--- src/logic/dbu_cfg.svh ---
/*
  Constants of the debug breakpoint unit: register addresses, field
  positions, reset values and cycle counts.
  Assumes inclusion by bare name; holds definitions only.
*/
`ifndef DBU_CFG_SVH
`define DBU_CFG_SVH

// Register addresses in the special function register space
`define DBU_OFS_MON_CTRL_TWO  8'he9
`define DBU_OFS_MON_CTRL      8'hf1
`define DBU_OFS_MON_STATUS    8'hf2
`define DBU_OFS_BRK_CTRL      8'hf3
`define DBU_OFS_INT_CTRL      8'hf4
`define DBU_OFS_MON_DATA      8'hf5
`define DBU_OFS_BP_SELECT     8'hf6
`define DBU_OFS_BP_WINDOW     8'hf7

// Reset value of every register byte
`define DBU_RST_BYTE          8'h00

// Breakpoint select register fields
`define DBU_SEL_GUARD_BIT     4
`define DBU_SEL_VALID_BIT     3
`define DBU_SEL_FIELD_MSB     3

// Break control register fields
`define DBU_BC_PAIR_RANGE     0
`define DBU_BC_CMP2_RANGE     1
`define DBU_BC_CMP3_RANGE     2
`define DBU_BC_PIN_BREAK_EN   3
`define DBU_BC_PIN_ACT_EN     4
`define DBU_BC_PIN_ONLY       5

// Monitor control: comparator enables in the low nibble
`define DBU_MC_EN_MSB         3

// Monitor status fields
`define DBU_ST_HW             0
`define DBU_ST_SW             1
`define DBU_ST_EXT            2
`define DBU_ST_MON            3
`define DBU_ST_HELD           4
`define DBU_ST_DATA           5

// Stall and pin low time in system clock cycles, then a quiet guard
`define DBU_STALL_CYC         4
`define DBU_PIN_GUARD_CYC     3

`endif

--- src/logic/dbu_pkg.sv ---
/*
  Types shared by the debug breakpoint unit.
  Assumes nothing of its surroundings.
*/
package dbu_pkg;

  // Top-level action state
  typedef enum logic [1:0] {
    DBU_ST_RUN,
    DBU_ST_STALL,
    DBU_ST_MON
  } dbu_state_e;

  typedef logic [7:0]  dbu_byte_t;
  typedef logic [15:0] dbu_addr_t;

endpackage

--- src/logic/dbu_top.sv ---
/*
  Debug breakpoint unit: four address comparators, trap and external
  break recognition, monitor start and debug control pin action.
  Assumes a same-clock core interface (fetch, internal data memory
  strobes, NMI level, monitor exit) and a simple single-cycle register
  port; test port clock/request and the debug pin are asynchronous.
*/
`timescale 1ns/10ps
`include "dbu_cfg.svh"

module dbu_top (
  input  wire logic        i_clk,
  input  wire logic        i_rst,
  // Register port
  input  wire logic [7:0]  i_sfr_addr,
  input  wire logic        i_sfr_wr,
  input  wire logic        i_sfr_rd,
  input  wire logic [7:0]  i_sfr_wdata,
  output logic      [7:0]  o_sfr_rdata,
  // Core side
  input  wire logic        i_fetch_first,
  input  wire logic [15:0] i_fetch_addr,
  input  wire logic        i_fetch_trap,
  input  wire logic        i_trap_enable,
  input  wire logic        i_internal_data_memory_is_ram,
  input  wire logic        i_internal_data_memory_rd,
  input  wire logic [7:0]  i_internal_data_memory_rd_addr,
  input  wire logic        i_internal_data_memory_wr,
  input  wire logic [7:0]  i_internal_data_memory_wr_addr,
  input  wire logic        i_nmi_active,
  input  wire logic        i_monitor_exit,
  input  wire logic        i_step_req,
  // Serial test port, asynchronous
  input  wire logic        i_tport_clk,
  input  wire logic        i_tport_break,
  // Debug control pin, open drain
  input  wire logic        i_dbg_pin_in,
  output logic             o_dbg_pin_out,
  output logic             o_dbg_pin_oe_n,
  // Actions
  output logic             o_break_before,
  output logic             o_break_after,
  output logic             o_monitor_start,
  output logic             o_monitor_active,
  output logic             o_wdt_suspend,
  output logic             o_irq_block,
  output logic             o_core_stall
);

  localparam logic [2:0] PIN_GUARD = 3'(`DBU_PIN_GUARD_CYC);
  localparam logic [2:0] PIN_LOAD  = 3'(`DBU_STALL_CYC + `DBU_PIN_GUARD_CYC);

  // Inclusive range test; eight-bit users pass zero-extended operands
  function automatic logic in_range(input logic [15:0] a,
                                    input logic [15:0] lo,
                                    input logic [15:0] hi);
    in_range = (a >= lo) && (a <= hi);
  endfunction

  dbu_pkg::dbu_state_e state_q;
  dbu_pkg::dbu_state_e state_d;
  dbu_pkg::dbu_byte_t  bp_q [8];
  dbu_pkg::dbu_byte_t  mon_ctrl_two_q;
  dbu_pkg::dbu_byte_t  mon_ctrl_q;
  dbu_pkg::dbu_byte_t  brk_ctrl_q;
  dbu_pkg::dbu_byte_t  int_ctrl_q;
  dbu_pkg::dbu_byte_t  mon_data_q;
  dbu_pkg::dbu_byte_t  rdata_q;
  dbu_pkg::dbu_addr_t  bp_val [4];
  logic [3:0]          target_select_q;
  logic [5:0]          cause_q;
  logic [2:0]          sync1_q;
  logic [2:0]          sync2_q;
  logic                tclk_prev_q;
  logic                pin_prev_q;
  logic                ext_pend_q;
  logic                step_q;
  logic                step_seen_q;
  logic                step_nmi_q;
  logic [2:0]          pin_cnt_q;
  logic [2:0]          pin_cnt_d;
  logic                brk_before_q;
  logic                brk_after_q;
  logic                mon_start_q;
  logic                mon_active_q;
  logic                stall_q;
  logic                pin_oe_n_q;

  // Register decode
  wire sel_wr     = i_sfr_wr && (i_sfr_addr == `DBU_OFS_BP_SELECT);
  wire win_wr     = i_sfr_wr && (i_sfr_addr == `DBU_OFS_BP_WINDOW);
  wire sel_valid  = target_select_q[`DBU_SEL_VALID_BIT];
  wire [2:0] sel_idx = target_select_q[2:0];
  wire guard_set  = i_sfr_wdata[`DBU_SEL_GUARD_BIT];
  wire [3:0] cmp_en = mon_ctrl_q[`DBU_MC_EN_MSB:0];
  wire pair_range = brk_ctrl_q[`DBU_BC_PAIR_RANGE];
  wire cmp2_range = brk_ctrl_q[`DBU_BC_CMP2_RANGE];
  wire cmp3_range = brk_ctrl_q[`DBU_BC_CMP3_RANGE];
  wire pin_brk_en = brk_ctrl_q[`DBU_BC_PIN_BREAK_EN];
  wire pin_act_en = brk_ctrl_q[`DBU_BC_PIN_ACT_EN];
  wire pin_only   = brk_ctrl_q[`DBU_BC_PIN_ONLY];
  wire [3:0] eq_mode = {~cmp3_range, ~cmp2_range, ~pair_range, ~pair_range};

  // Each comparator is its low and high byte side by side
  genvar g;
  generate
    for (g = 0; g < 4; g++) begin : g_cmp
      assign bp_val[g] = {bp_q[2*g+1], bp_q[2*g]};
    end
  endgenerate

  // Fetch breaks: only opcode-first fetches are offered, so later
  // instruction bytes never match
  wire [3:0] ip_eq;
  generate
    for (g = 0; g < 4; g++) begin : g_eq
      assign ip_eq[g] = i_fetch_first && cmp_en[g] && eq_mode[g]
                        && (i_fetch_addr == bp_val[g]);
    end
  endgenerate
  wire ip_rng   = i_fetch_first && cmp_en[0] && pair_range
                  && in_range(i_fetch_addr, bp_val[0], bp_val[1]);
  wire trap_hit = i_fetch_first && i_fetch_trap && i_trap_enable;
  wire hw_ip    = (|ip_eq) || ip_rng;

  // Data breaks: read range on comparator two, write range on three
  wire rd_hit = i_internal_data_memory_is_ram && i_internal_data_memory_rd && cmp_en[2] && cmp2_range
                && in_range({8'h00, i_internal_data_memory_rd_addr}, {8'h00, bp_q[4]},
                            {8'h00, bp_q[5]});
  wire wr_hit = i_internal_data_memory_is_ram && i_internal_data_memory_wr && cmp_en[3] && cmp3_range
                && in_range({8'h00, i_internal_data_memory_wr_addr}, {8'h00, bp_q[6]},
                            {8'h00, bp_q[7]});
  wire data_hit = rd_hit || wr_hit;

  // Synchronised asynchronous inputs
  wire tclk_s   = sync2_q[0];
  wire treq_s   = sync2_q[1];
  wire pin_s    = sync2_q[2];
  wire tport_ev = tclk_s && !tclk_prev_q && treq_s;
  // Own drive plus a guard is masked so the unit cannot break itself
  wire pin_ev   = pin_brk_en && pin_prev_q && !pin_s
                  && (pin_cnt_q == 3'h0);
  wire ext_req  = tport_ev || pin_ev;

  // Single step: inside NMI the first fetch after return breaks
  wire step_brk = step_q && i_fetch_first && !i_nmi_active
                  && (step_seen_q || step_nmi_q);

  wire running  = (state_q == dbu_pkg::DBU_ST_RUN);
  wire ext_take = running && ext_pend_q && !i_nmi_active;
  wire sync_ev  = hw_ip || trap_hit || step_brk;
  wire any_ev   = running && (sync_ev || data_hit || ext_take);

  // Read selection
  wire [7:0] win_data = sel_valid ? bp_q[sel_idx] : 8'h00;
  wire [7:0] status   = {2'h0, cause_q[`DBU_ST_DATA], ext_pend_q,
                         mon_active_q, cause_q[`DBU_ST_EXT:`DBU_ST_HW]};
  wire [7:0] rd_mux   =
    (i_sfr_addr == `DBU_OFS_MON_CTRL_TWO) ? mon_ctrl_two_q :
    (i_sfr_addr == `DBU_OFS_MON_CTRL)     ? mon_ctrl_q :
    (i_sfr_addr == `DBU_OFS_MON_STATUS)   ? status :
    (i_sfr_addr == `DBU_OFS_BRK_CTRL)     ? brk_ctrl_q :
    (i_sfr_addr == `DBU_OFS_INT_CTRL)     ? int_ctrl_q :
    (i_sfr_addr == `DBU_OFS_MON_DATA)     ? mon_data_q :
    (i_sfr_addr == `DBU_OFS_BP_SELECT)    ? {4'h0, target_select_q} :
    (i_sfr_addr == `DBU_OFS_BP_WINDOW)    ? win_data : 8'h00;

  // Action sequencing; events in stall or monitor are not re-entered
  always_comb begin
    state_d   = state_q;
    pin_cnt_d = (pin_cnt_q != 3'h0) ? pin_cnt_q - 3'h1 : 3'h0;
    unique case (state_q)
      dbu_pkg::DBU_ST_RUN: begin
        if (any_ev) begin
          if (pin_only) begin
            state_d   = dbu_pkg::DBU_ST_STALL;
            pin_cnt_d = PIN_LOAD;
          end else begin
            state_d = dbu_pkg::DBU_ST_MON;
            if (pin_act_en) begin
              pin_cnt_d = PIN_LOAD;
            end
          end
        end
      end
      dbu_pkg::DBU_ST_STALL: begin
        if (pin_cnt_q == PIN_GUARD + 3'h1) begin
          state_d = dbu_pkg::DBU_ST_RUN;
        end
      end
      dbu_pkg::DBU_ST_MON: begin
        if (i_monitor_exit) begin
          state_d = dbu_pkg::DBU_ST_RUN;
        end
      end
    endcase
  end

  // Two-stage synchronisers and edge history
  always_ff @(posedge i_clk) begin
    sync1_q     <= {i_dbg_pin_in, i_tport_break, i_tport_clk};
    sync2_q     <= sync1_q;
    tclk_prev_q <= tclk_s;
    pin_prev_q  <= pin_s;
  end

  // Select register: field moves only with its guard bit set
  always_ff @(posedge i_clk) begin
    if (i_rst) begin
      target_select_q <= 4'h0;
    end else if (sel_wr && guard_set) begin
      target_select_q <= i_sfr_wdata[`DBU_SEL_FIELD_MSB:0];
    end
  end

  // Comparator bytes through the data window; reserved codes drop writes
  generate
    for (g = 0; g < 8; g++) begin : g_bp
      always_ff @(posedge i_clk) begin
        if (i_rst) begin
          bp_q[g] <= `DBU_RST_BYTE;
        end else if (win_wr && sel_valid && (sel_idx == 3'(g))) begin
          bp_q[g] <= i_sfr_wdata;
        end
      end
    end
  endgenerate

  // Directly addressed control bytes
  always_ff @(posedge i_clk) begin
    if (i_rst) begin
      mon_ctrl_two_q <= `DBU_RST_BYTE;
      mon_ctrl_q     <= `DBU_RST_BYTE;
      brk_ctrl_q     <= `DBU_RST_BYTE;
      int_ctrl_q     <= `DBU_RST_BYTE;
      mon_data_q     <= `DBU_RST_BYTE;
    end else if (i_sfr_wr) begin
      if (i_sfr_addr == `DBU_OFS_MON_CTRL_TWO) mon_ctrl_two_q <= i_sfr_wdata;
      if (i_sfr_addr == `DBU_OFS_MON_CTRL)     mon_ctrl_q     <= i_sfr_wdata;
      if (i_sfr_addr == `DBU_OFS_BRK_CTRL)     brk_ctrl_q     <= i_sfr_wdata;
      if (i_sfr_addr == `DBU_OFS_INT_CTRL)     int_ctrl_q     <= i_sfr_wdata;
      if (i_sfr_addr == `DBU_OFS_MON_DATA)     mon_data_q     <= i_sfr_wdata;
    end
  end

  // Read data is registered; it stands until the next read
  always_ff @(posedge i_clk) begin
    if (i_rst) begin
      rdata_q <= `DBU_RST_BYTE;
    end else if (i_sfr_rd) begin
      rdata_q <= rd_mux;
    end
  end

  // External break pending; a new request wins over the take
  always_ff @(posedge i_clk) begin
    if (i_rst) begin
      ext_pend_q <= 1'b0;
    end else begin
      ext_pend_q <= ext_req || (ext_pend_q && !ext_take);
    end
  end

  // Step tracking after a monitor exit
  always_ff @(posedge i_clk) begin
    if (i_rst) begin
      step_q      <= 1'b0;
      step_seen_q <= 1'b0;
      step_nmi_q  <= 1'b0;
    end else if (i_monitor_exit && !running) begin
      step_q      <= i_step_req;
      step_seen_q <= 1'b0;
      step_nmi_q  <= i_nmi_active;
    end else if (any_ev) begin
      step_q      <= 1'b0;
    end else if (step_q && i_fetch_first && !i_nmi_active) begin
      step_seen_q <= 1'b1;
    end
  end

  // Cause of the last break, replaced by each new one
  always_ff @(posedge i_clk) begin
    if (i_rst) begin
      cause_q <= 6'h00;
    end else if (any_ev) begin
      cause_q <= {data_hit, 2'h0, ext_take, trap_hit, hw_ip || step_brk};
    end
  end

  // State and registered action outputs
  always_ff @(posedge i_clk) begin
    if (i_rst) begin
      state_q      <= dbu_pkg::DBU_ST_RUN;
      pin_cnt_q    <= 3'h0;
      brk_before_q <= 1'b0;
      brk_after_q  <= 1'b0;
      mon_start_q  <= 1'b0;
      mon_active_q <= 1'b0;
      stall_q      <= 1'b0;
      pin_oe_n_q   <= 1'b1;
    end else begin
      state_q      <= state_d;
      pin_cnt_q    <= pin_cnt_d;
      brk_before_q <= any_ev && (sync_ev || ext_take);
      brk_after_q  <= any_ev && data_hit;
      mon_start_q  <= any_ev && !pin_only;
      mon_active_q <= (state_d == dbu_pkg::DBU_ST_MON);
      stall_q      <= (state_d == dbu_pkg::DBU_ST_STALL);
      pin_oe_n_q   <= !(pin_cnt_d > PIN_GUARD);
    end
  end

  assign o_sfr_rdata      = rdata_q;
  assign o_dbg_pin_out    = 1'b0;
  assign o_dbg_pin_oe_n   = pin_oe_n_q;
  assign o_break_before   = brk_before_q;
  assign o_break_after    = brk_after_q;
  assign o_monitor_start  = mon_start_q;
  assign o_monitor_active = mon_active_q;
  assign o_wdt_suspend    = mon_active_q;
  assign o_irq_block      = mon_active_q;
  assign o_core_stall     = stall_q;

  // Checks on the select guard, data window, action timing and break logic
  AST_SEL_GUARD: assert property (
    @(posedge i_clk) disable iff (i_rst)
    (sel_wr && !guard_set) |=> $stable(target_select_q))
    else $error("select changed without guard bit");

  AST_SEL_LOAD: assert property (
    @(posedge i_clk) disable iff (i_rst)
    (sel_wr && guard_set) |=> (target_select_q == $past(i_sfr_wdata[3:0])))
    else $error("guarded select write not taken");

  AST_RSVD_ZERO: assert property (
    @(posedge i_clk) disable iff (i_rst)
    (i_sfr_rd && i_sfr_addr == `DBU_OFS_BP_SELECT) |=> (o_sfr_rdata[7:5] == 3'h0))
    else $error("reserved select bits read nonzero");

  AST_WINDOW_RD: assert property (
    @(posedge i_clk) disable iff (i_rst)
    (i_sfr_rd && i_sfr_addr == `DBU_OFS_BP_WINDOW && sel_valid)
    |=> (o_sfr_rdata == bp_q[$past(sel_idx)]))
    else $error("window read returned wrong byte");

  AST_STALL_LEN: assert property (
    @(posedge i_clk) disable iff (i_rst)
    $rose(o_core_stall) |-> o_core_stall[*4] ##1 !o_core_stall)
    else $error("core stall not four cycles");

  AST_PIN_LOW: assert property (
    @(posedge i_clk) disable iff (i_rst)
    $fell(o_dbg_pin_oe_n) |-> !o_dbg_pin_oe_n[*4] ##1 o_dbg_pin_oe_n)
    else $error("debug pin low time not four cycles");

  AST_WDT_HOLD: assert property (
    @(posedge i_clk) disable iff (i_rst)
    o_monitor_start |-> (o_wdt_suspend && o_irq_block) until i_monitor_exit)
    else $error("watchdog not suspended in monitor");

  AST_EXT_HELD: assert property (
    @(posedge i_clk) disable iff (i_rst)
    (ext_pend_q && i_nmi_active) |=> (ext_pend_q && !$rose(cause_q[`DBU_ST_EXT])))
    else $error("external break taken during NMI");

  AST_TRAP: assert property (
    @(posedge i_clk) disable iff (i_rst)
    (running && i_fetch_first && i_fetch_trap && i_trap_enable) |=> o_break_before)
    else $error("enabled trap did not break");

  AST_DATA_AFTER: assert property (
    @(posedge i_clk) disable iff (i_rst)
    (running && data_hit && !sync_ev && !ext_take) |=> (o_break_after && !o_break_before [*1]))
    else $error("data break not signalled after access");

  AST_IP_RANGE: assert property (
    @(posedge i_clk) disable iff (i_rst)
    (running && i_fetch_first && cmp_en[0] && pair_range
     && i_fetch_addr >= bp_val[0] && i_fetch_addr <= bp_val[1]) |=> o_break_before)
    else $error("fetch range break missed");

endmodule

--- config.mk ---
export PLATFORM = sky130hd
export DESIGN_NAME = dbu_top
export DESIGN_NICKNAME = d
export VERILOG_FILES = /design/src/logic/dbu_pkg.sv /design/src/logic/dbu_top.sv
export VERILOG_INCLUDE_DIRS = /design/src /design/src/logic
export SDC_FILE = /design/constraint.sdc
export NUM_CORES = 1
export LEC_CHECK = 0
export BUFFER_PORTS_ARGS = -buffer_cell sky130_fd_sc_hd__clkbuf_2
export CORE_ASPECT_RATIO = 0.75
export CORE_MARGIN = 4
export CORE_UTILIZATION = 39
export DETAILED_ROUTE_END_ITERATION = 12
export GPL_ROUTABILITY_DRIVEN = 0
export PLACE_DENSITY_LB_ADDON = 0.12
export SLEW_MARGIN = 20
export SYNTH_ARGS = -nofsm -noshare
export SYNTH_HDL_FRONTEND = slang
export SYNTH_SLANG_ARGS = --single-unit
--- constraint.sdc ---
create_clock -name i_clk -period 2.72 [get_ports i_clk]
set_input_delay 0.272 -clock i_clk [delete_from_list [all_inputs] [get_ports i_clk]]
set_output_delay 0.272 -clock i_clk [all_outputs]
set_load 0.01 [all_outputs]
* Word level (Yosys, flattened, before mapping) *
Memories as Yosys holds them, arrays and structs flattened. A register that Yosys moved wholly into a read port is not among the register bits.
Cells that the tools add are included.

storage, ports and cells
  bits in registers = 79
  latch bits = 0
  memory bits (writable) = 64
  ROM bits = 0
  input port bits = 64
  output and inout port bits = 17
  memories kept = 1

memory list
  name  depth  width  read ports  clocked after Yosys merged registers in  wr ports  line           source
  bp_q  8      8      9           1                                        8         dbu_top.sv:62  dbu_pkg::dbu_byte_t bp_q [8];

operators by class
  $add $sub $neg = 1
  $mul = 0
  div/mod/pow operators = 0
  magnitude comparators = 7
  equality and inequality tests = 24
  shifts and indexed selects = 0
  muxes and demuxes = 57
  bitwise logic cells = 12
  reductions and logical operators = 86

operators with widths
  kind                                           number
  two-way mux 8 bit                              17
  == test 16 bit                                 4
  == test 8 bit, second input constant           8
  logical AND 1 bit                              55
  two-way mux 1 bit                              28
  two-way mux 3 bit                              7
  greater-or-equal comparator 16 bit             1
  greater-or-equal comparator 8 bit              2
  less-or-equal comparator 16 bit                1
  less-or-equal comparator 8 bit                 2
  == test 3 bit, second input constant           5
  AND reduction 2 bit                            6
  logical OR 1 bit                               11
  two-way mux 2 bit                              4
  OR 1 bit                                       8
  logical NOT 1 bit                              7
  == test 3 x 2 -> 1 bit, second input constant  2
  logical NOT 3 bit                              2
  one-hot mux 2 bit (3 select lines)             1
  == test 2 x 1 -> 1 bit, second input constant  2
  == test 2 bit, second input constant           2
  NOT 1 bit                                      4
  OR reduction 4 bit                             1
  == test 3 x 1 -> 1 bit, second input constant  1
  6 further kinds                                6

* Longest topological paths before layout *
Gate-level depths: netlist (run 1).

  word-level depth = 14
  mapped depth = 11

* Least setup slack after synthesis (run 1) *
OpenSTA, ideal clock, no wires.

  path type = register to register
  start point = memory bp_q[3][1] (netlist name)
  end point = register mon_active_q (netlist: o_irq_block)
  library setup time = 0.123 ns
  data arrival time = 2.453 ns
  setup slack = 0.143 ns
  stages on the path, launching flop included = 11
  period minus slack after synthesis = 2.577 ns
  cells stage by stage = edfxtp_1 > inv_1 > ha_1 > a211o_1 > o211ai_1 > a21oi_1 > o31a_1 > a311o_1 > and3_4 > a211oi_4 > mux2_1

RTL lines
  what                  line            source
  start, declared       dbu_top.sv:62
  end signal, assigned  dbu_top.sv:307  mon_active_q <= (state_d == dbu_pkg::DBU_ST_MON);
  end, declared         dbu_top.sv:85   logic mon_active_q;

==> metrics.md, run 1 <==
| Metric | Value |
|---|---|
| Status | complete, no violations |
| Initial drt markers | 765 |
| Final Max Slew Viols | 0 |
| CP Data Arrival Time | 3.02 ns |
| Antenna cells | 0 |
| Yosys cell types | 67 |
| Synth area leaders | edfxtp_1 (23%), dfxtp_1 (20%), ha_1 (10%), and2_1 (4.9%), mux4_2 (4.3%) |
| WL final | 26500 um |
| Post-synthesis sequential area ratio | 42.9% |
| Count of input and output buffers | 79 |
| Vias in the first global route | 6442 |
| GR Util All Layers | 22.3% |
| EDFF count, synth | 64 |
| Max cap viols | 0 |
| ANT nets after route | 0 |
| Rel. slew slack | 57.2% |
| Io pins | 81 |
| Critical path endpoint category | flop |
| Register clock-pin slew on the reported worst setup and hold paths | 0.07 ns |
| CP Launch Point | bp_q[3][5] |
| RR Startpoint | bp_q[3][5] |
| Die Span X | 177 um |
| Initial DRT Pass Iterations | 5 |
| Wire per inst | 20.9 um |
| Largest net degree at the start of global routing | 56 |
| First-pass GRT wire length | 39900 um |
| Setup violations, final | 0 |
| Commonest cells post-synth | dfxtp_1 (82), inv_1 (73), a21oi_1 (70) |
| Syn Nets | 982 |
| Fill count | 1921 |
| Mapped Avg Cell Area | 9.76 um2 |
| Syn Inst Count | 851 |
| WP data required | 3.03 ns |
| NumNets Final | 1107 |
| Reg2Reg Setup Slack | 0.01 ns |
| Die Y | 134 um |
| DRC violations left | 0 |
| Initial Util | 40.3% |
| Initial antenna violation count | 0 |
| Clock Tree Buf Depth | 2 |
| Hold Worst Slack | 0.177 ns |
| Rows | 45 |
| Worst setup path endpoint | o_irq_block |
| Die footprint | 23700 um2 |
| Skew-Pair Late Insertion Delay | 0.43 ns |
| Async SR Flop Fraction | 0% |
| CORE AREA | 20600 um2 |
| Area delta synth->final | 21.6% |
| Post-synthesis cell area | 8310 um2 |
| Yosys reg bits | 146 |
| Max FO, Critical Path | 3 |
| RSZ-0062 raised after global routing | yes |
| Clock Skew | 0.0121 ns |
| Num CTS Buffers | 17 |
| Path type of the worst min-delay path | in2reg |
| Pre-CTS WS | -0.0741 ns |
| Clk sink count | 146 |
| Fin. Hold Viols | 0 |
| Worst-margin pin slew | 0.640 ns |
| Htree depth | 4 |
| CTS tree | yes |
| Fin crit period | 2.71 ns |
| Crit Path Class | reg2reg |
| Highest clock rate | 369 MHz |
| Root buffer cell | clkbuf_16 |
| Worst r2r dst | o_irq_block |
| Static Leak | 4.02 nW |
| Grt ovf | 0 |
| Fin area | 10100 um2 |
| Synth warnings | 0 |
| Vias | 6883 |
| Crit path launch type | flop |
| Post-DP Area | 9350 um2 |
| Post-synth top flop | dfxtp_1 |
| Top cell type by total area after synthesis | edfxtp_1 |
| Yosys top cell area share | 23.1% |
| Final Cycle Share | 99.6% |
| Pwr Density | 543 nW/um2 |
| Final worst slack | 0.0114 ns |
| DP HPWL | 20700 um |
| Post-DR vias/cell | 5.42 |
| Most frequent cell after synthesis | dfxtp_1 |
| VDD IR max | 450 uV |
| Share of cells above drive strength 1 | 21.6% |
| Register-to-Register Path Depth | 10 |
| Hold path cells | 3 |
area by class of cell:
class                           count  area (um2)  share of cell area, %
Clock buffer                       20         459                   4.54
Multi-Input combinational cell    595        4390                   43.4
Timing Repair Buffer              143         896                   8.87
Tap cell                          282         353                   3.49
Sequential cell                   146        3560                   35.3
Inverter                           73         274                   2.71
Clock inverter                     11         174                   1.72
what timing repair did:
action                                  4_1_cts  5_1_grt
resized for setup                             2        9
pin swaps                                     1        3
endpoints found under the setup margin        3       10
endpoints found under the hold margin         3        0
hold buffers                                  3        0
buffers inserted                              0        2
cell usage in the layout (no fill, tap or decap), drive strengths merged, types with 9 or more instances in the layout:
| master | count |
|---|---|
| a21oi | 70 |
| a22oi | 9 |
| inv | 77 |
| nand3 | 49 |
| nand2 | 69 |
| and2 | 65 |
| xor2 | 24 |
| dfxtp | 82 |
| nor2 | 34 |
| edfxtp | 64 |
| nor4 | 15 |
| ha | 67 |
| mux2i | 14 |
| nand2b | 9 |
| buf | 61 |
| clkbuf | 99 |
| mux4 | 16 |
| nand4 | 17 |
| nor3 | 11 |
| o21ai | 28 |
worst min path at each step:
| stage | endpoint | from | slack (ns) |
|---|---|---|---|
| finish | step_nmi_q | i_nmi_active | 0.18 |
| global route | step_nmi_q | i_nmi_active | 0.19 |
| CTS | step_nmi_q | i_nmi_active | 0.17 |
| detailed placement | sync2_q[1] | sync1_q[1] | 0.31 |
| global placement | sync2_q[1] | sync1_q[1] | 0.31 |
| floorplan | sync1_q[0] | i_tport_clk | 0.30 |
power breakdown:
group | switching (mW) | total (mW) | internal [mW] | leakage (nW)
Sequential | 0.0571 | 2.39 | 2.34 | 1.33
Clock | 0.940 | 2.54 | 1.60 | 0.314
Combinational | 0.323 | 0.551 | 0.228 | 2.38
Total | 1.32 | 5.48 | 4.16 | 4.02
routing by layer:
layer	track usage, %	vias to the layer above	part of all wire, %
li1	-	3318	-
met1	36.3	3296	52
met2	28.6	252	38
met3	6.73	17	8.9
met4	4.30	0	0.73
met5	0	-	0
flip-flops by register name, summed over array words and instances (netlist names), 2 cells and up, named ones only:
signal and flops:
sync1_q 3, cause_q 4, brk_ctrl_q 8, bp_q 64, mon_data_q 8, mon_ctrl_two_q 8
pin_cnt_q 3, target_select_q 4, mon_ctrl_q 8, sync2_q 3, state_q 2, int_ctrl_q 8
o_sfr_rdata 8
worst max-delay path, stage by stage (launching register included):
cell      delay (ns)
edfxtp_1        0.38
inv_1           0.09
ha_4            0.27
nand4_1         0.16
nor4_2          0.35
a21oi_1         0.12
o31a_1          0.11
a311o_1         0.30
and3_4          0.18
a211oi_4        0.28
mux2_1          0.35
logic make-up after synthesis:
logic type / share of synthesized area, %
AOI/OAI and AO/OA: 12.6
DFF: 42.9
buffers and inverters: 5.27
xor gates and xnor gates: 3.37
other: 0.0451
muxes: 6.70
adders and majority gates: 10.1
and+or+nand+nor: 19.1
through the flow:
| step | instances | total power [mW] | utilization, % | setup TNS [ns] |
|---|---|---|---|---|
| 3_5_place_dp | 1234 | 2.96 | 45.4 | -0.176 |
| 2_1_floorplan | 851 | 2.71 | - | 0 |
| 4_1_cts | 1268 | 5.49 | 48.7 | 0 |
| 3_3_place_gp | 1234 | 2.96 | 45.4 | 0 |
| 6_report | 1270 | 5.48 | 49.0 | 0 |
| 5_1_grt | 1270 | 5.68 | 49.0 | -0.599 |
Power figures use the tool's default switching activity.
==> run 2: changes to the inputs <==
--- a/config.mk
+++ b/config.mk
@@ -10,6 +10,7 @@
 export CORE_ASPECT_RATIO = 0.75
 export CORE_MARGIN = 4
 export CORE_UTILIZATION = 39
+export CTS_BUF_LIST = sky130_fd_sc_hd__clkbuf_4
 export DETAILED_ROUTE_END_ITERATION = 12
 export GPL_ROUTABILITY_DRIVEN = 0
 export PLACE_DENSITY_LB_ADDON = 0.12
==> run 2 against run 1 <==
  * The run now ends with setup timing left
  * Clock power shrank 34%
  * Critical path depth is the same
  * Worst setup slack lost 0.035 ns
  * Maximum frequency shrank 1.3%
  * Sequential power is essentially flat
  * Combinational power grew 0.7%
  * Sequential share of layout area grew 0.86 points
  * First-iteration DRC count grew 4.4%
  * Via count shrank 0.96%
  * Critical endpoint unchanged
  * Largest power group is now sequential cells
==> metrics.md, run 2 (synthesis results as in run 1) <==
| Metric | Value |
|---|---|
| Status | finished, violations left |
| Failing checks | setup timing |
| WP data required | 3.16 ns (+0.13 ns) |
| Highest clock rate | 365 MHz (-1.3%) |
| GR Util All Layers | 22.3% (-0.041 points) |
| Skew-Pair Late Insertion Delay | 0.55 ns (+0.12 ns) |
| Vias | 6817 (-0.96%) |
| Clock Tree Buf Depth | 2 (unchanged) |
| Initial Util | 40.3% (unchanged) |
| Die Span X | 177 um (unchanged) |
| Reg with most FFs | bp_q |
| Pwr Density | 468 nW/um2 (-14%) |
| Cell Chain, Critical Path | inv_2, ha_4, nand4_1, nor4_2, a21oi_1, o31a_1, a311o_1, and3_4, a211oi_4, mux2_1 |
| Met1 Wirelength | 13700 um (-0.64%) |
| CTS tree | yes |
| Count of input and output buffers | 79 (unchanged) |
| Max cap viols | 0 (unchanged) |
| Rel. slew slack | 57.8% (+0.64 points) |
| Rows | 45 (unchanged) |
| RSZ-0062 raised after global routing | yes |
| Reg2Reg Setup Slack | -0.02 ns (-0.03 ns) |
| Kind of cell adding the most delay to the critical path | compound AO/OA/AOI/OAI gates |
| Fin crit period | 2.74 ns (+0.0347 ns) |
| Max FFs per register | 64 (unchanged) |
| Vias in the first global route | 6453 (+0.17%) |
| Finished Layout Cells | 1272 (+0.16%) |
| Largest net degree at the start of global routing | 56 (unchanged) |
| Die footprint | 23700 um2 (unchanged) |
| Antenna cells | 0 (unchanged) |
| Final worst slack | -0.0233 ns (-0.0347 ns) |
| Crit path largest cell delay | 0.43 ns (+0.05 ns) |
| Area delta synth->final | 18.7% |
| CORE AREA | 20600 um2 (unchanged) |
| Initial antenna violation count | 0 (unchanged) |
| Slowest CP cell | edfxtp_1 |
| Max FO, Critical Path | 3 (unchanged) |
| Crit Path Class | reg2reg |
| Crit path launch type | flop |
| Max Used Layer | met4 |
| Critical path endpoint category | flop |
| DR WL met3 | 2410 um (+2.2%) |
| Htree depth | 4 (unchanged) |
| First-pass GRT wire length | 39900 um (about the same) |
| NumNets Final | 1109 (+0.18%) |
| Share of cells above drive strength 1 | 22.5% (+0.97 points) |
| Clock Skew | 0.0356 ns (+0.0235 ns) |
| Met2 routed WL | 10100 um (-0.92%) |
| Fin. Hold Viols | 0 (unchanged) |
| WL final | 26400 um (-0.43%) |
| Register clock-pin slew on the reported worst setup and hold paths | 0.14 ns (+0.07 ns) |
| CP Data Arrival Time | 3.19 ns (+0.17 ns) |
| DP HPWL | 20700 um (unchanged) |
| Crit path buffers/inverters | 1 (unchanged) |
| Initial drt markers | 799 (+4.4%) |
| Num CTS Buffers | 17 (unchanged) |
| Most common cell after layout, fill and taps aside | dfxtp_1 |
| Worst-margin pin slew | 0.630 ns (-0.00960 ns) |
| Root buffer cell | clkbuf_4 |
| Commonest non-fill, non-tap cells in the layout | dfxtp_1 (82), clkbuf_2 (79), a21oi_1 (70), nand2_1 (69), inv_1 (66) |
| Post-DR vias/cell | 5.36 (-1.1%) |
| Final Cycle Share | 101% (+1.3 points) |
| Path type of the worst min-delay path | in2reg |
| Initial DRT Pass Iterations | 5 (unchanged) |
| Clk sink count | 146 (unchanged) |
| Final Power | 4.61 mW (-16%) |
| Grt ovf | 0 (unchanged) |
| Io pins | 81 (unchanged) |
| Static Leak | 3.90 nW (-2.9%) |
| ANT nets after route | 0 (unchanged) |
| VDD IR max | 269 uV (-40%) |
| Die Y | 134 um (unchanged) |
| Final Max Slew Viols | 0 (unchanged) |
| Number of cells after detailed placement | 1234 (unchanged) |
| DRC violations left | 0 (unchanged) |
| Setup violations, final | 1 (+1) |
| Wire per inst | 20.8 um (-0.59%) |
-- run 2: area by class of cell --
type                            instances  area (um2)
Timing Repair Buffer                  145         911
Clock buffer                           19         143
Inverter                               73         274
Tap cell                              282         353
Sequential cell                       146        3560
Clock inverter                         12         204
Fill cell                            1947       10700
Multi-Input combinational cell        595        4420
-- run 2: per-layer routing --
layer	global-route usage, %	up-vias
li1	-	3324
met1	36.3	3222
met2	28.6	254
met3	6.65	17
met4	4.04	0
met5	0	-
-- run 2: metrics by stage --
step           hold slack, ns  util, %  setup WS (ns)  setup TNS, ns  area, um2
3_3_place_gp            0.311     45.4         0.0178              0       9350
6_report               0.0592     47.9        -0.0233        -0.0233       9860
3_5_place_dp            0.312     45.4        -0.0741         -0.176       9350
5_1_grt                0.0307     47.9         -0.104         -0.886       9860
2_1_floorplan           0.300        -          0.143              0       8310
4_1_cts                0.0185     47.3         0.0139              0       9740
-- run 2: repair_timing --
action / in CTS / in global routing
hold endpoints to repair: 3 / 0
setup buffers: 0 / 4
hold buffers: 3 / 0
endpoints found under the setup margin: 4 / 12
pin swaps: 2 / 4
cloned: 0 / 0
gates resized for setup: 2 / 16
-- run 2: final timing paths --
path / from / endpoint / depth (start not counted)
setup / recovery: bp_q[3][5] / o_irq_block / 10
hold / removal: i_nmi_active / step_nmi_q / 3
hold reg to reg: sync1_q[1] / sync2_q[1] / 0
setup reg to reg: bp_q[3][5] / o_irq_block / 10
-- run 2: worst register-to-register path, stage by stage, from the launching register on --
cell      delay (ns)
edfxtp_1        0.43
inv_2           0.07
ha_4            0.27
nand4_1         0.17
nor4_2          0.35
a21oi_1         0.12
o31a_1          0.11
a311o_1         0.31
and3_4          0.18
a211oi_4        0.28
mux2_1          0.35
-- run 2: where the power goes --
group,leakage (nW),switching [mW],internal [mW]
clock network,0.188,0.819,0.849
registers,1.33,0.0567,2.33
logic,2.39,0.325,0.231
total,3.90,1.20,3.41
==> run 3: changes to the inputs <==
--- a/config.mk
+++ b/config.mk
@@ -13,7 +13,8 @@
 export CTS_BUF_LIST = sky130_fd_sc_hd__clkbuf_4
 export DETAILED_ROUTE_END_ITERATION = 12
 export GPL_ROUTABILITY_DRIVEN = 0
-export PLACE_DENSITY_LB_ADDON = 0.12
+export RECOVER_POWER = 100
+export SKIP_LAST_GASP = 1
 export SLEW_MARGIN = 20
 export SYNTH_ARGS = -nofsm -noshare
 export SYNTH_HDL_FRONTEND = slang
==> run 3 against run 2 <==
  * The run now ends clean
  * Clock skew is 0.018 ns lower
  * Cell count is 0.47% lower
  * Core utilization is 1.2 points lower
  * Routed wire length is 5.2% lower
  * Critical path depth is 2 lower
  * Combinational power is 5.4% lower
  * Cell area is 2.6% lower
  * Worst hold slack better by 0.014 ns
  * Critical endpoint is now state_q[1]
==> metrics.md, run 3 (synthesis results as in run 1) <==
| Metric | Value |
|---|---|
| Status | complete, no violations |
| Commonest non-fill, non-tap cells in the layout | dfxtp_1 (82), inv_1 (71), a21oi_1 (70), nand2_1 (69) |
| Fill count | 2019 (+3.7%) |
| Final Max Slew Viols | 0 (unchanged) |
| Count of input and output buffers | 79 (unchanged) |
| Share of cells above drive strength 1 | 16.7% (-5.8 points) |
| Hold Worst Slack | 0.0733 ns (+0.0141 ns) |
| Initial antenna violation count | 1 (+1) |
| Post-DR vias/cell | 5.46 (+1.8%) |
| Static Leak | 3.66 nW (-6.1%) |
| NumNets Final | 1101 (-0.72%) |
| Crit Path Class | reg2reg |
| Register clock-pin slew on the reported worst setup and hold paths | 0.13 ns (about the same) |
| Rel. slew slack | 39.8% (-18 points) |
| Pwr Density | 458 nW/um2 (-2.1%) |
| Die Y | 134 um (unchanged) |
| Clock power frac | 33.8% (-2.3 points) |
| Sequential Power Share | 54.3% (+2.5 points) |
| Fin crit period | 2.68 ns (-0.0668 ns) |
| CP Data Arrival Time | 3.10 ns (-0.09 ns) |
| Skew-Pair Late Insertion Delay | 0.54 ns (about the same) |
| WL final | 25000 um (-5.2%) |
| Initial Util | 40.3% (unchanged) |
| VDD IR max | 231 uV (-14%) |
| Crit path largest cell delay | 0.54 ns (+0.11 ns) |
| DP HPWL | 19600 um (-5.0%) |
| Die Span X | 177 um (unchanged) |
| Wire per inst | 19.8 um (-4.7%) |
| Switching share of power | 26.5% (+0.45 points) |
| Clock Skew | 0.0174 ns (-0.0182 ns) |
| Max cap viols | 0 (unchanged) |
| Final Power | 4.40 mW (-4.6%) |
| Clk sink count | 146 (unchanged) |
| Most common cell after layout, fill and taps aside | dfxtp_1 |
| First-pass GRT wire length | 38100 um (-4.5%) |
| Root buffer cell | clkbuf_4 |
| Grt ovf | 0 (unchanged) |
| Kind of cell adding the most delay to the critical path | simple AND/OR/NAND/NOR gates |
| Crit path buffers/inverters | 0 (-1) |
| Vias | 6908 (+1.3%) |
| Io pins | 81 (unchanged) |
| Num CTS Buffers | 17 (unchanged) |
| Max FO, Critical Path | 5 (+2) |
| Worst-margin pin slew | 0.903 ns (+0.273 ns) |
| Psw | 1.16 mW (-3.0%) |
| Highest clock rate | 374 MHz (+2.5%) |
| Die footprint | 23700 um2 (unchanged) |
| Critical path endpoint category | flop |
| DRC violations left | 0 (unchanged) |
| Initial DRT Pass Iterations | 6 (+1) |
| Pint | 3.24 mW (-5.2%) |
| Area delta synth->final | 15.7% |
| Htree depth | 4 (unchanged) |
| ANT nets after route | 0 (unchanged) |
| Setup violations, final | 0 (-1) |
| Slowest CP cell | edfxtp_1 |
| Number of cells after detailed placement | 1228 (-0.49%) |
| Logic pwr share | 11.9% (about the same) |
| CORE AREA | 20600 um2 (unchanged) |
| GR Util All Layers | 20.9% (-1.4 points) |
| RSZ-0062 raised after global routing | yes |
| Clock Tree Buf Depth | 2 (unchanged) |
| Max FFs per register | 64 (unchanged) |
| Vias in the first global route | 6396 (-0.88%) |
| Largest net degree at the start of global routing | 56 (unchanged) |
| Setup TNS | 0 ns (+0.0233 ns) |
| CTS tree | yes |
| Path type of the worst min-delay path | in2reg |
| Final Cycle Share | 98.4% (-2.5 points) |
| Initial drt markers | 893 (+12%) |
| Finished Layout Cells | 1266 (-0.47%) |
| Crit path launch type | flop |
| Reg with most FFs | bp_q |
| Fin. Hold Viols | 0 (unchanged) |
| Cell Chain, Critical Path | xor2_1, nor4_1, nand4_1, o22ai_1, and3b_1, and3_4, a211oi_4, mux2_1 |
| Rows | 45 (unchanged) |
| WP data required | 3.15 ns (about the same) |
==> run 3: final timing paths <==
check             slack, ns         end  cells past startpoint          from
setup / recovery       0.04  state_q[1]                      8    bp_q[6][4]
setup reg to reg       0.04  state_q[1]                      8    bp_q[6][4]
hold reg to reg        0.34  sync2_q[0]                      0    sync1_q[0]
hold / removal         0.07  step_nmi_q                      3  i_nmi_active
==> run 3: metrics by stage <==
step | setup WS [ns] | cell area, um2 | util, %
CTS | 0.00460 | 9660 | 46.9
global route | -0.107 | 9610 | 46.6
finish | 0.0435 | 9610 | 46.6
floorplan | 0.143 | 8310 | -
detailed placement | -0.00995 | 9300 | 45.1
global placement | 0.0234 | 9300 | 45.1
==> run 3: final cells by class <==
class / instances / area, um2 / area share (%)
multi-input cells: 595 / 4360 / 45.3
clock buffers: 21 / 158 / 1.64
repair buffers: 137 / 751 / 7.81
clock inverters: 11 / 151 / 1.58
flip-flops and latches: 146 / 3560 / 37.1
well taps: 282 / 353 / 3.67
inverters: 73 / 274 / 2.85
diodes: 1 / 2.50 / 0.0260
==> run 3: per-layer routing <==
layer  part of all wire (%)  vias up  global-route usage, %
li1                       -     3306                      -
met2                     40      284                   27.8
met5                      0        -                      0
met3                    9.4       25                   5.41
met4                    1.2        0                   4.64
met1                     49     3293                   33.4
==> run 3: tightest hold or removal path: stages <==
cell and delay [ns]:
clkbuf_2 0.14, mux2i_1 0.08, nor2_1 0.07
==> run 3: power by group through the flow <==
stage	Combinational, mW	Sequential [mW]	Clock, mW
final	0.525	2.39	1.49
after floorplan	0.297	2.41	0
after detailed placement	0.512	2.44	0
after global routing	0.583	2.39	1.61
after CTS	0.523	2.39	1.51
after global placement	0.511	2.44	0
==> run 3: repair_timing <==
| action | CTS | global route |
|---|---|---|
| pin swaps | 1 | 5 |
| endpoints found under the hold margin | 3 | 0 |
| buffers inserted | 1 | 1 |
| setup endpoints to repair | 5 | 13 |
| resized for setup | 3 | 6 |
| hold buffers | 3 | 0 |
